===== config.mk =====
export PLATFORM = sky130hd
export DESIGN_NAME = sadc_ctrl
export DESIGN_NICKNAME = d
export VERILOG_FILES = /design/src/sadc_pkg.sv /design/src/sadc_ctrl.sv /design/src/sadc_sync.sv /design/src/sadc_buf.sv
export SDC_FILE = /design/constraint.sdc
export NUM_CORES = 1
export LEC_CHECK = 0
export ABC_AREA = 0
export BUFFER_PORTS_ARGS = -buffer_cell sky130_fd_sc_hd__buf_2
export CAP_MARGIN = 10
export CORE_MARGIN = 5
export CORE_UTILIZATION = 45
export CTS_CLUSTER_SIZE = 16
export DETAILED_ROUTE_END_ITERATION = 6
export GPL_TIMING_DRIVEN = 0
export PLACE_DENSITY = 0.64
export SYNTH_ARGS = -nofsm -noshare
export SYNTH_HDL_FRONTEND = slang
export SYNTH_SLANG_ARGS = --single-unit
export TNS_END_PERCENT = 30

===== constraint.sdc =====
create_clock -name clk_sys_in -period 2.94 [get_ports clk_sys_in]
set_input_delay 0.588 -clock clk_sys_in [delete_from_list [all_inputs] [get_ports clk_sys_in]]
set_output_delay 0.588 -clock clk_sys_in [all_outputs]
set_load 0.03 [all_outputs]

===== src/sadc_pkg.sv =====
// shared constants and types for the serial converter control port
// assumes one system clock; all pins are sampled by that clock
//
// Behaviour
// (RL1) selected only while chip select held low
// (RL2) chip select high powers down, aborts cycle
// (RL3) result leaves serially on the result line
// (RL4) host supplies shift clock timing all bits
// (RL5) two-channel variant samples config on rising edges
// (RL6) first one after select is start bit
// (RL7) zeros before the start bit are discarded
// (RL8) config input ignored until next select cycle
// (RL9) config bits after start select the multiplexer
// (RL10) mux decode: single/polarity pick input pairing
// (RL11) single-ended inputs measured against ground
// (RL12) msb-only set: result sent msb first
// (RL13) msb-only set: zeros follow while selected
// (RL14) msb-only clear: msb first then lsb first
// (RL15) single-input variant: fixed differential pair, no config
// (RL16) single-input variant: msb first then lsb first
// (RL17) sample for one and half shift clocks
// (RL18) result changes only after shift clock falls
// (RL19) result is eight bits wide
// (RL20) config order: single, polarity, msb-only
// (RL21) result line undriven while deselected
package sadc_pkg;
  // ----------------------------------------
  // widths and field positions
  // ----------------------------------------
  localparam int SADC_RES_W = 8;
  localparam int SADC_CFG_BITS = 3;
  localparam int SADC_CFG_SGL = 2;
  localparam int SADC_CFG_ODD = 1;
  localparam int SADC_CFG_MSB_FIRST_ONLY = 0;
  localparam logic [2:0] SADC_CFG_RST = 3'h0;
  // ----------------------------------------
  // multiplexer codes {single_ended_select, channel_polarity_select}
  // ----------------------------------------
  localparam logic [1:0] SADC_MUX_A_GND = 2'h2;
  localparam logic [1:0] SADC_MUX_B_GND = 2'h3;
  localparam logic [1:0] SADC_MUX_A_MINUS_B = 2'h0;
  localparam logic [1:0] SADC_MUX_B_MINUS_A = 2'h1;
  // ----------------------------------------
  // timing in shift clock edges and buffer depth
  // ----------------------------------------
  // 1.5 cycles from the last config rise end at the second fall
  localparam logic [1:0] SADC_SMPL_FALLS = 2'h2;
  localparam int SADC_BUF_DEPTH = 2;
  // ----------------------------------------
  // sequencer states
  // ----------------------------------------
  typedef enum logic [4:0] {
    SADC_ST_IDLE = 5'h01,
    SADC_ST_CFG = 5'h02,
    SADC_ST_SMPL = 5'h04,
    SADC_ST_SHIFT = 5'h08,
    SADC_ST_FILL = 5'h10
  } sadc_state_t;
endpackage


===== src/sadc_ctrl.sv =====
// serial control and result port of a sampling 8-bit converter
// assumes the host clocks the link; analog front end answers through the buffer
module sadc_ctrl
  import sadc_pkg::*;
(
  // clock and reset
  input wire logic clk_sys_in,
  input wire logic nrst_in,
  // variant strap, static while running
  input wire logic two_channel_in,
  // serial pins
  input wire logic chip_select_shutdown_in,
  input wire logic shift_clk_in,
  input wire logic serial_config_in,
  output logic serial_result_out,
  output logic serial_result_oe_out,
  // analog front end
  output logic power_on_out,
  output logic sampling_out,
  output logic [1:0] mux_sel_out,
  output logic conv_start_out,
  input wire logic result_valid_in,
  input wire logic [SADC_RES_W-1:0] result_data_in,
  output logic result_ready_out
);
  // ----------------------------------------
  // pin synchronisers and edge detect
  // ----------------------------------------
  logic [2:0] pins_s;
  logic cs_s;
  logic sclk_s;
  logic din_s;
  logic sclk_prev_q;
  logic sel;
  logic rise;
  logic fall;

  sadc_sync #(
    .W(3),
    .RST_VAL(3'h4)
  ) u_sync (
    .clk_sys_in(clk_sys_in),
    .nrst_in(nrst_in),
    .async_in({chip_select_shutdown_in, shift_clk_in, serial_config_in}),
    .sync_out(pins_s)
  );

  assign cs_s = pins_s[2];
  assign sclk_s = pins_s[1];
  assign din_s = pins_s[0];
  assign sel = !cs_s; // [RL1]
  assign rise = sclk_s && !sclk_prev_q; // [RL4]
  assign fall = !sclk_s && sclk_prev_q; // [RL4]

  always_ff @(posedge clk_sys_in) begin
    if (!nrst_in) begin
      sclk_prev_q <= 1'b0;
    end else begin
      sclk_prev_q <= sclk_s;
    end
  end

  // ----------------------------------------
  // result buffer
  // ----------------------------------------
  logic buf_valid;
  logic [SADC_RES_W-1:0] buf_data;
  logic buf_pop;

  // flushed while deselected so a late word never leaks into the next cycle
  sadc_buf #(
    .W(SADC_RES_W),
    .DEPTH(SADC_BUF_DEPTH)
  ) u_buf (
    .clk_sys_in(clk_sys_in),
    .nrst_in(nrst_in),
    .flush_in(!sel),
    .in_valid_in(result_valid_in),
    .in_data_in(result_data_in),
    .in_ready_out(result_ready_out),
    .out_valid_out(buf_valid),
    .out_data_out(buf_data),
    .out_ready_in(buf_pop)
  );

  // ----------------------------------------
  // sequencer
  // ----------------------------------------
  sadc_state_t state_q;
  logic [1:0] cfg_cnt_q;
  logic [1:0] smpl_cnt_q;
  logic [4:0] bit_cnt_q;
  logic [2:0] cfg_q;
  logic [SADC_RES_W-1:0] word_q;
  logic [SADC_RES_W-1:0] cur_word;
  logic msb_first_only;
  logic smpl_done;
  logic shift_end;

  // single-input variant always sends both orders
  assign msb_first_only = two_channel_in ? cfg_q[SADC_CFG_MSB_FIRST_ONLY] : 1'b0; // [RL16]
  assign smpl_done = (state_q == SADC_ST_SMPL) && fall && (smpl_cnt_q == SADC_SMPL_FALLS - 2'h1);
  assign shift_end = msb_first_only ? (bit_cnt_q == 5'(SADC_RES_W - 1))
                          : (bit_cnt_q == 5'(2 * SADC_RES_W - 1)); // [RL19]
  // an empty buffer at msb time yields zeros; the front end must be quicker than one shift clock
  assign cur_word = (bit_cnt_q == 5'h00) ? (buf_valid ? buf_data : '0) : word_q;
  assign buf_pop = (state_q == SADC_ST_SHIFT) && fall && (bit_cnt_q == 5'h00);

  always_ff @(posedge clk_sys_in) begin
    if (!nrst_in || !sel) begin
      state_q <= SADC_ST_IDLE; // [RL2]
    end else begin
      unique case (state_q)
        SADC_ST_IDLE: begin
          if (rise && (din_s || !two_channel_in)) begin
            // zeros before the start bit leave the state alone [RL7]
            state_q <= two_channel_in ? SADC_ST_CFG : SADC_ST_SMPL; // [RL6] [RL15]
          end
        end
        SADC_ST_CFG: begin
          if (rise && (cfg_cnt_q == 2'(SADC_CFG_BITS - 1))) begin
            state_q <= SADC_ST_SMPL;
          end
        end
        SADC_ST_SMPL: begin
          if (smpl_done) begin
            state_q <= SADC_ST_SHIFT; // [RL17]
          end
        end
        SADC_ST_SHIFT: begin
          if (fall && shift_end) begin
            state_q <= SADC_ST_FILL;
          end
        end
        SADC_ST_FILL: begin
          state_q <= SADC_ST_FILL; // [RL8]
        end
      endcase
    end
  end

  // ----------------------------------------
  // configuration capture
  // ----------------------------------------
  always_ff @(posedge clk_sys_in) begin
    if (!nrst_in) begin
      cfg_q <= SADC_CFG_RST;
      cfg_cnt_q <= 2'h0;
    end else if (state_q == SADC_ST_IDLE) begin
      cfg_cnt_q <= 2'h0;
    end else if ((state_q == SADC_ST_CFG) && rise) begin
      // shifted in single, polarity, msb-only [RL20] [RL5]
      cfg_q <= {cfg_q[1:0], din_s};
      cfg_cnt_q <= cfg_cnt_q + 2'h1;
    end
  end

  // ----------------------------------------
  // edge counters
  // ----------------------------------------
  always_ff @(posedge clk_sys_in) begin
    if (!nrst_in || state_q == SADC_ST_IDLE) begin
      smpl_cnt_q <= 2'h0;
      bit_cnt_q <= 5'h00;
    end else begin
      if ((state_q == SADC_ST_SMPL) && fall) begin
        smpl_cnt_q <= smpl_cnt_q + 2'h1;
      end
      if ((state_q == SADC_ST_SHIFT) && fall) begin
        bit_cnt_q <= bit_cnt_q + 5'h01;
      end
    end
  end

  always_ff @(posedge clk_sys_in) begin
    if (!nrst_in) begin
      word_q <= '0;
    end else if (buf_pop) begin
      word_q <= cur_word;
    end
  end

  // ----------------------------------------
  // result pin
  // ----------------------------------------
  always_ff @(posedge clk_sys_in) begin
    if (!nrst_in || !sel) begin
      serial_result_out <= 1'b0;
      serial_result_oe_out <= 1'b0; // [RL21]
    end else if (fall) begin // [RL18]
      if (smpl_done) begin
        serial_result_out <= 1'b0;
        serial_result_oe_out <= 1'b1; // [RL3]
      end else if (state_q == SADC_ST_SHIFT) begin
        if (bit_cnt_q < 5'(SADC_RES_W)) begin
          serial_result_out <= cur_word[SADC_RES_W - 1 - int'(bit_cnt_q)]; // [RL12] [RL14]
        end else begin
          serial_result_out <= word_q[int'(bit_cnt_q) - SADC_RES_W]; // [RL14] [RL16]
        end
      end else if (state_q == SADC_ST_FILL) begin
        serial_result_out <= 1'b0; // [RL13]
      end
    end
  end

  // ----------------------------------------
  // front end controls
  // ----------------------------------------
  always_ff @(posedge clk_sys_in) begin
    if (!nrst_in) begin
      power_on_out <= 1'b0;
      sampling_out <= 1'b0;
      conv_start_out <= 1'b0;
      mux_sel_out <= SADC_MUX_A_MINUS_B;
    end else begin
      power_on_out <= sel; // [RL1] [RL2]
      sampling_out <= sel && (state_q == SADC_ST_SMPL) && !smpl_done; // [RL17]
      conv_start_out <= sel && smpl_done;
      // ground-referenced codes carry single_ended_select high [RL9] [RL10] [RL11]
      mux_sel_out <= two_channel_in ? cfg_q[SADC_CFG_SGL:SADC_CFG_ODD] : SADC_MUX_A_MINUS_B; // [RL15]
    end
  end
endmodule


===== src/sadc_sync.sv =====
// two-flop synchroniser for pin inputs
// assumes inputs are asynchronous to clk_sys_in
module sadc_sync
  import sadc_pkg::*;
#(
  parameter int W = 1,
  parameter logic [W-1:0] RST_VAL = '0
) (
  // clock and reset
  input wire logic clk_sys_in,
  input wire logic nrst_in,
  // data
  input wire logic [W-1:0] async_in,
  output logic [W-1:0] sync_out
);
  logic [W-1:0] meta_q;

  always_ff @(posedge clk_sys_in) begin
    if (!nrst_in) begin
      meta_q <= RST_VAL;
      sync_out <= RST_VAL;
    end else begin
      meta_q <= async_in;
      sync_out <= meta_q;
    end
  end
endmodule


===== src/sadc_buf.sv =====
// small result buffer with valid/ready on both sides
// assumes producer and consumer share clk_sys_in
module sadc_buf
  import sadc_pkg::*;
#(
  parameter int W = SADC_RES_W,
  parameter int DEPTH = SADC_BUF_DEPTH
) (
  // clock and reset
  input wire logic clk_sys_in,
  input wire logic nrst_in,
  input wire logic flush_in,
  // fill side
  input wire logic in_valid_in,
  input wire logic [W-1:0] in_data_in,
  output logic in_ready_out,
  // drain side
  output logic out_valid_out,
  output logic [W-1:0] out_data_out,
  input wire logic out_ready_in
);
  localparam int PW = (DEPTH > 1) ? $clog2(DEPTH) : 1;
  localparam int CW = $clog2(DEPTH + 1);

  logic [W-1:0] mem_q [DEPTH];
  logic [PW-1:0] wr_ptr_q;
  logic [PW-1:0] rd_ptr_q;
  logic [CW-1:0] cnt_q;
  logic [CW-1:0] cnt_d;
  logic push;
  logic pop;

  assign push = in_valid_in && in_ready_out;
  assign pop = out_ready_in && (cnt_q != '0);
  assign out_valid_out = (cnt_q != '0);
  assign out_data_out = mem_q[rd_ptr_q];

  always_comb begin
    cnt_d = cnt_q;
    if (push && !pop) begin
      cnt_d = cnt_q + CW'(1);
    end else if (pop && !push) begin
      cnt_d = cnt_q - CW'(1);
    end
  end

  always_ff @(posedge clk_sys_in) begin
    if (push) begin
      mem_q[wr_ptr_q] <= in_data_in;
    end
  end

  // ready is a flop so back-pressure never depends on the consumer combinationally
  always_ff @(posedge clk_sys_in) begin
    if (!nrst_in || flush_in) begin
      wr_ptr_q <= '0;
      rd_ptr_q <= '0;
      cnt_q <= '0;
      in_ready_out <= 1'b1;
    end else begin
      if (push) begin
        wr_ptr_q <= (wr_ptr_q == PW'(DEPTH - 1)) ? '0 : wr_ptr_q + PW'(1);
      end
      if (pop) begin
        rd_ptr_q <= (rd_ptr_q == PW'(DEPTH - 1)) ? '0 : rd_ptr_q + PW'(1);
      end
      cnt_q <= cnt_d;
      in_ready_out <= (cnt_d < CW'(DEPTH));
    end
  end
endmodule


Yosys cells after proc, flatten, opt, wreduce, memory -nomap -nowiden

Memories as Yosys holds them, arrays and structs flattened. A register that Yosys moved wholly into a read port is not among the register bits.
Cells that the tools add are included.
Widths: inputs -> output; s select.

Register bits: 44
Memory bits (writable): 16
Output and inout bits: 8
Logic and storage cells: 113
Memories kept: 1

Memory list:

| name        | depth | bits a word | rd ports | clocked after memory_dff | wr ports | line           | text |
|---|---|---|---|---|---|---|---|
| u_buf.mem_q | 2     | 8           | 1        | 1                        | 1        | sadc_buf.sv:25 | `logic [W-1:0] mem_q [DEPTH];` |

$add $sub $neg: 9
Order comparisons: 4
Equal/unequal tests: 13
Mux-type cells: 28
Bitwise operators: 2
Reduce and logical (&&, ||, !) cells: 37

Operator list:

| kind                | count |
|---|---|
| $pmux 5 s5          | 1 |
| $mux 5              | 4 |
| $logic_and 1x1->1   | 17 |
| $mux 1              | 16 |
| $mux 8              | 2 |
| $lt 6x5->1 const B  | 2 |
| $eq 5x3->1 const B  | 2 |
| $eq 5x4->1 const B  | 2 |
| $logic_not 1->1     | 8 |
| $reduce_and 2->1    | 4 |
| $add 2x1->2 const B | 3 |
| $bmux 1 s3          | 2 |
| $ne 2x2->1 const B  | 3 |
| $sub 3x5->6 const A | 1 |
| $sub 5x4->6 const B | 1 |
| $add 5x1->5 const B | 1 |
| $eq 5x1->1 const B  | 1 |
| $eq 5x2->1 const B  | 1 |
| $eq 5x5->1 const B  | 1 |
| $logic_not 5->1     | 1 |
| $lt 5x4->1 const B  | 1 |
| $mux 2              | 2 |
| $reduce_and 4->1    | 1 |
| $logic_or 1x1->1    | 3 |
| other kinds (11)    | 13 |

Logic depth before layout (Yosys ltp)

Depth after elaboration: 9
Mapped depth: 14
Depth with buffers taken out: 12

Cells and area by module

From an unflattened synthesis, not the netlist that was laid out.

Cells, all modules: 258
Area total of the unflattened synthesis: 2,748.9 µm²

Modules (own cells, without submodules):

| module    | instances | cells an instance | area each (µm²) |
|---|---|---|---|
| sadc_ctrl | 1         | 187               | 1,721.7 |
| sadc_buf  | 1         | 59                | 869.6 |
| sadc_sync | 1         | 12                | 157.7 |

Worst setup path before layout

OpenSTA, ideal clock, no wires.

Kind: reg2reg
Start point: register bit_cnt_q[0]
End point: register u_buf.cnt_q[0]
Setup time: 0.071 ns
Arrival time: 2.373 ns
Path slack: 0.496 ns
Cell stages (with the launch flop): 13
Buffers on the path: 2
Cells stage by stage: dfxtp_1 > buf_2 > inv_1 > ha_1 > or4b_4 > nand4b_2 > buf_6 > nor2_4 > inv_1 > ha_1 > nor2_1 > o21ai_0 > a21oi_1

Longest elaborated chain between the ends: 6
Elaborated cells on any way between the ends: 8
Those cells by class: 2 x mux; 6 x reduce/logical

Ends and longest elaborated chain:

| item                                                        | line                           | text |
|---|---|---|
| from (decl)                                                 | sadc_ctrl.sv:92                | `logic [4:0] bit_cnt_q;` |
| from (signal assigned)                                      | sadc_ctrl.sv:170               | `bit_cnt_q <= bit_cnt_q + 5'h01;` |
| $logic_not 5->1 (*)                                         | sadc_ctrl.sv:107               | `assign buf_pop = (state_q == SADC_ST_SHIFT) && fall && (bit_cnt_q == 5'h00);` |
| $logic_and 1x1->1 (*)                                       | sadc_ctrl.sv:107               |  |
| $logic_and 1x1->1 (*)                                       | sadc_buf.sv:34                 | `assign pop = out_ready_in && (cnt_q != '0);` |
| via u_buf.pop                                               | sadc_buf.sv:31                 | `logic pop;` |
| $logic_and 1x1->1 / $logic_not 1->1 (equally long branches) | sadc_buf.sv:42, sadc_buf.sv:40 |  |
| $mux 2 / $logic_and 1x1->1 (equally long branches)          | sadc_buf.sv:42, sadc_buf.sv:40 |  |
| $mux 2 (*)                                                  | sadc_buf.sv:40                 | `if (push && !pop) begin` |
| to (signal assigned)                                        | sadc_buf.sv:67                 | `cnt_q <= cnt_d;` |
| to (decl)                                                   | sadc_buf.sv:28                 | `logic [CW-1:0] cnt_q;` |

Mark *: on every way through the listed nets, which the timed path passes. The rest lies on a longest branch.
A chain may end at the register's enable or synchronous reset.

Worst setup path in the final report

Ends and elaborated chain as after synthesis.

==> out/results.tsv <==
metric	value	unit
status	complete, no violations	
synthTopCellsByArea	dfxtp_1 (34%), edfxtp_1 (18%), mux2i_1 (5.6%)	
worstSetupStartpointType	flop	
cap_violations	0	
drv_slew	0	
maxSlewHeadroom	0.547	
synth_top_area_frac	0.337	
synth_nets	285	
routed_via_density	5.10	
fmax	381	MHz
synth_top_flop_cell	dfxtp_1	
ys_ff_latch	61	
cts_tree	built	
overflow	0	
critPathSlowestCell	or4b_4	
drt_first_iter_violations	81	
slowest_delay	0.46	ns
worst_slack	0.313	ns
synthArstFlopShare	0	
irDropWorstVdd	0.352	mV
period_minus_slack	2.63	ns
drcViolationCount	0	
first_pass_iters	4	
grtUsageTotal	0.144	
io_pins	23	
ys_warn_count	0	
cts_buffer_depth	2	
whs	0.411	ns
cts_buffers	9	
synth_commonest_cells	dfxtp_1 (45), nor2_1 (25), a21oi_1 (19), edfxtp_1 (16), nand2_1 (16)	
gp_congestion	0.802	
post_cts_buffers	0	
htreeDepth	3	
cts_root_buf	clkbuf_8	
finalSetupTns	0	ns
dieWidth	87.1	um
final-setup-viol-count	0	
crit_fanout	10	
p_per_area	585	nW/um^2
leakagePower	1.24	nW
fp.dieH	87.1	um
synth_cells	262	
critPathKind	flop to flop	
hpwlAfterDp	3.54	mm
nets	318	
cts_sinks	61	
synth_most_common_cell	dfxtp_1	
clock_latency	0.34	ns
synth-seq-area-share	0.517	
fin_crit_sh	0.893	
syn_avg_cell_area	10.2	sq um
die_area	7580	sq um
pre_cts_ws	0.201	ns
worstHoldPathType	flop to flop	
diodes	0	
layout-drive-gt1-share	0.170	
synth_top_cell_by_area	dfxtp_1	
reg2regPathDepth	12	
tightest_slew	0.677	ns
syn2layout_area_growth	17.2	%
portBuffers	22	
ant_nets	0	
core_area	5850	sq um
grt_pass1_vias	1792	
clock_skew	0.00916	ns
critPathArrivalTime	2.90	ns
grt_max_degree	13	
synth_edf_count	16	
end_kind	flop	
ys_types	44	
rsz0062_at_grt	false	
clkTransAtPathRegs	0.07	ns
critical_path.cell_chain	buf_2, inv_1, ha_1, or4b_4, nand4b_4, buf_6, nor2_4, inv_1, ha_1, nor2_1, o21ai_0, a21oi_1	
hold_depth	1	
p_total	1.83	mW
start_util	0.457	
via_count	1912	
wl	4.90	mm
grt_antenna_before_repair	0	
cp.required	3.21	ns
placed_area	2880	sq um
std_cell_rows	28	
finalHoldViolCount	0	
routedWlPerCell	13.1	um
grt_pass1_wl	8.38	mm
synth_area	2670	sq um
final_cell_area	3130	sq um
## layout by cell type, fill, tap and decap left out, types with 3 or more instances in the layout
cell / synthesis / routed
o31ai_1: 4 / 4
clkbuf_8: 0 / 9
buf_2: 3 / 25
a21oi_1: 19 / 19
o21ai_0: 5 / 5
ha_1: 8 / 8
buf_6: 3 / 3
nand3_1: 7 / 7
nor2_1: 25 / 25
nand2b_1: 4 / 4
nor2b_1: 15 / 15
edfxtp_1: 16 / 16
dfxtp_1: 45 / 45
bufinv_16: 0 / 3
xor2_1: 4 / 4
xnor2_1: 4 / 4
nand2_1: 16 / 16
nor3_1: 11 / 11
and3_1: 6 / 6
inv_1: 14 / 14
and2_1: 5 / 5
mux2i_1: 15 / 15
clkbuf_1: 5 / 5
## metal layers
metal  routed length (um)  vias to the layer above  GRT usage
met1                 2480                      891      0.196
met2                 2130                       29      0.207
met4                   64                        0     0.0637
li1                     -                      986          -
met5                    0                        -          0
met3                  219                        6     0.0464
## critical path, delay by kind of cell (launching register included)
kind / cells / cell delay [ns]
AOI/OAI and AO/OA: 2 / 0.19
DFF: 1 / 0.31
and+or+nand+nor: 4 / 0.94
adders and majority gates: 2 / 0.49
buffers and inverters: 4 / 0.62
## report_power, final
| part | switching [mW] | internal, mW |
|---|---|---|
| clock | 0.345 | 0.567 |
| combinational | 0.0251 | 0.0182 |
| sequential | 0.00357 | 0.874 |
## flip-flops by register name, indices dropped and copies added (netlist names), 2 cells and up, named ones only
signal,cells
bit_cnt_q,5
cfg_cnt_q,2
cfg_q,3
mux_sel_out,2
smpl_cnt_q,2
state_q,5
u_buf.mem_q,16
u_sync.meta_q,3
u_sync.sync_out,3
word_q,8
## area by class of cell
cell class	instances	area (sq um)
plain buffers	11	67.6
clock buffers	9	124
clock inverters	7	123
fillers	542	2720
inverters	14	52.6
multi-input cells	176	1180
flip-flops and latches	61	1380
well taps	75	93.8
repair buffers	22	110
## timing repair
action,CTS,global route
hold buffers,0,0
resized for setup,0,1
endpoints found under the setup margin,0,2
hold endpoints to repair,0,0
## logic make-up (layout without fill, tap and decap cells)
family,after synthesis,count (layout),share of synthesized area
multiplexers,16,16,0.0660
AND/OR/NAND/NOR,99,99,0.198
XOR/XNOR,8,8,0.0262
flip-flops,61,61,0.517
buffers and inverters,25,63,0.0449
adder cells (fa/ha/maj),8,8,0.0375
AO/OA/AOI/OAI,45,45,0.110
## per-stage QoR
stage | instances | util
after CTS | 375 | 0.534
after floorplan | 262 | -
after global routing | 375 | 0.535
final | 375 | 0.535
after global placement | 359 | 0.492
after detailed placement | 359 | 0.492
## path summary, 6_finish.rpt
path / from / endpoint / slack, ns
worst max-delay path: bit_cnt_q[0]$_SDFFE_PP0P_ / u_buf.cnt_q[0]$_SDFFE_PP0P_ / 0.31
worst min-delay path: u_sync.meta_q[2]$_SDFF_PN1_ / u_sync.sync_out[2]$_SDFF_PN1_ / 0.41
worst max register to register: bit_cnt_q[0]$_SDFFE_PP0P_ / u_buf.cnt_q[0]$_SDFFE_PP0P_ / 0.31
worst min register to register: u_sync.meta_q[2]$_SDFF_PN1_ / u_sync.sync_out[2]$_SDFF_PN1_ / 0.41
Power figures use the tool's default switching activity.
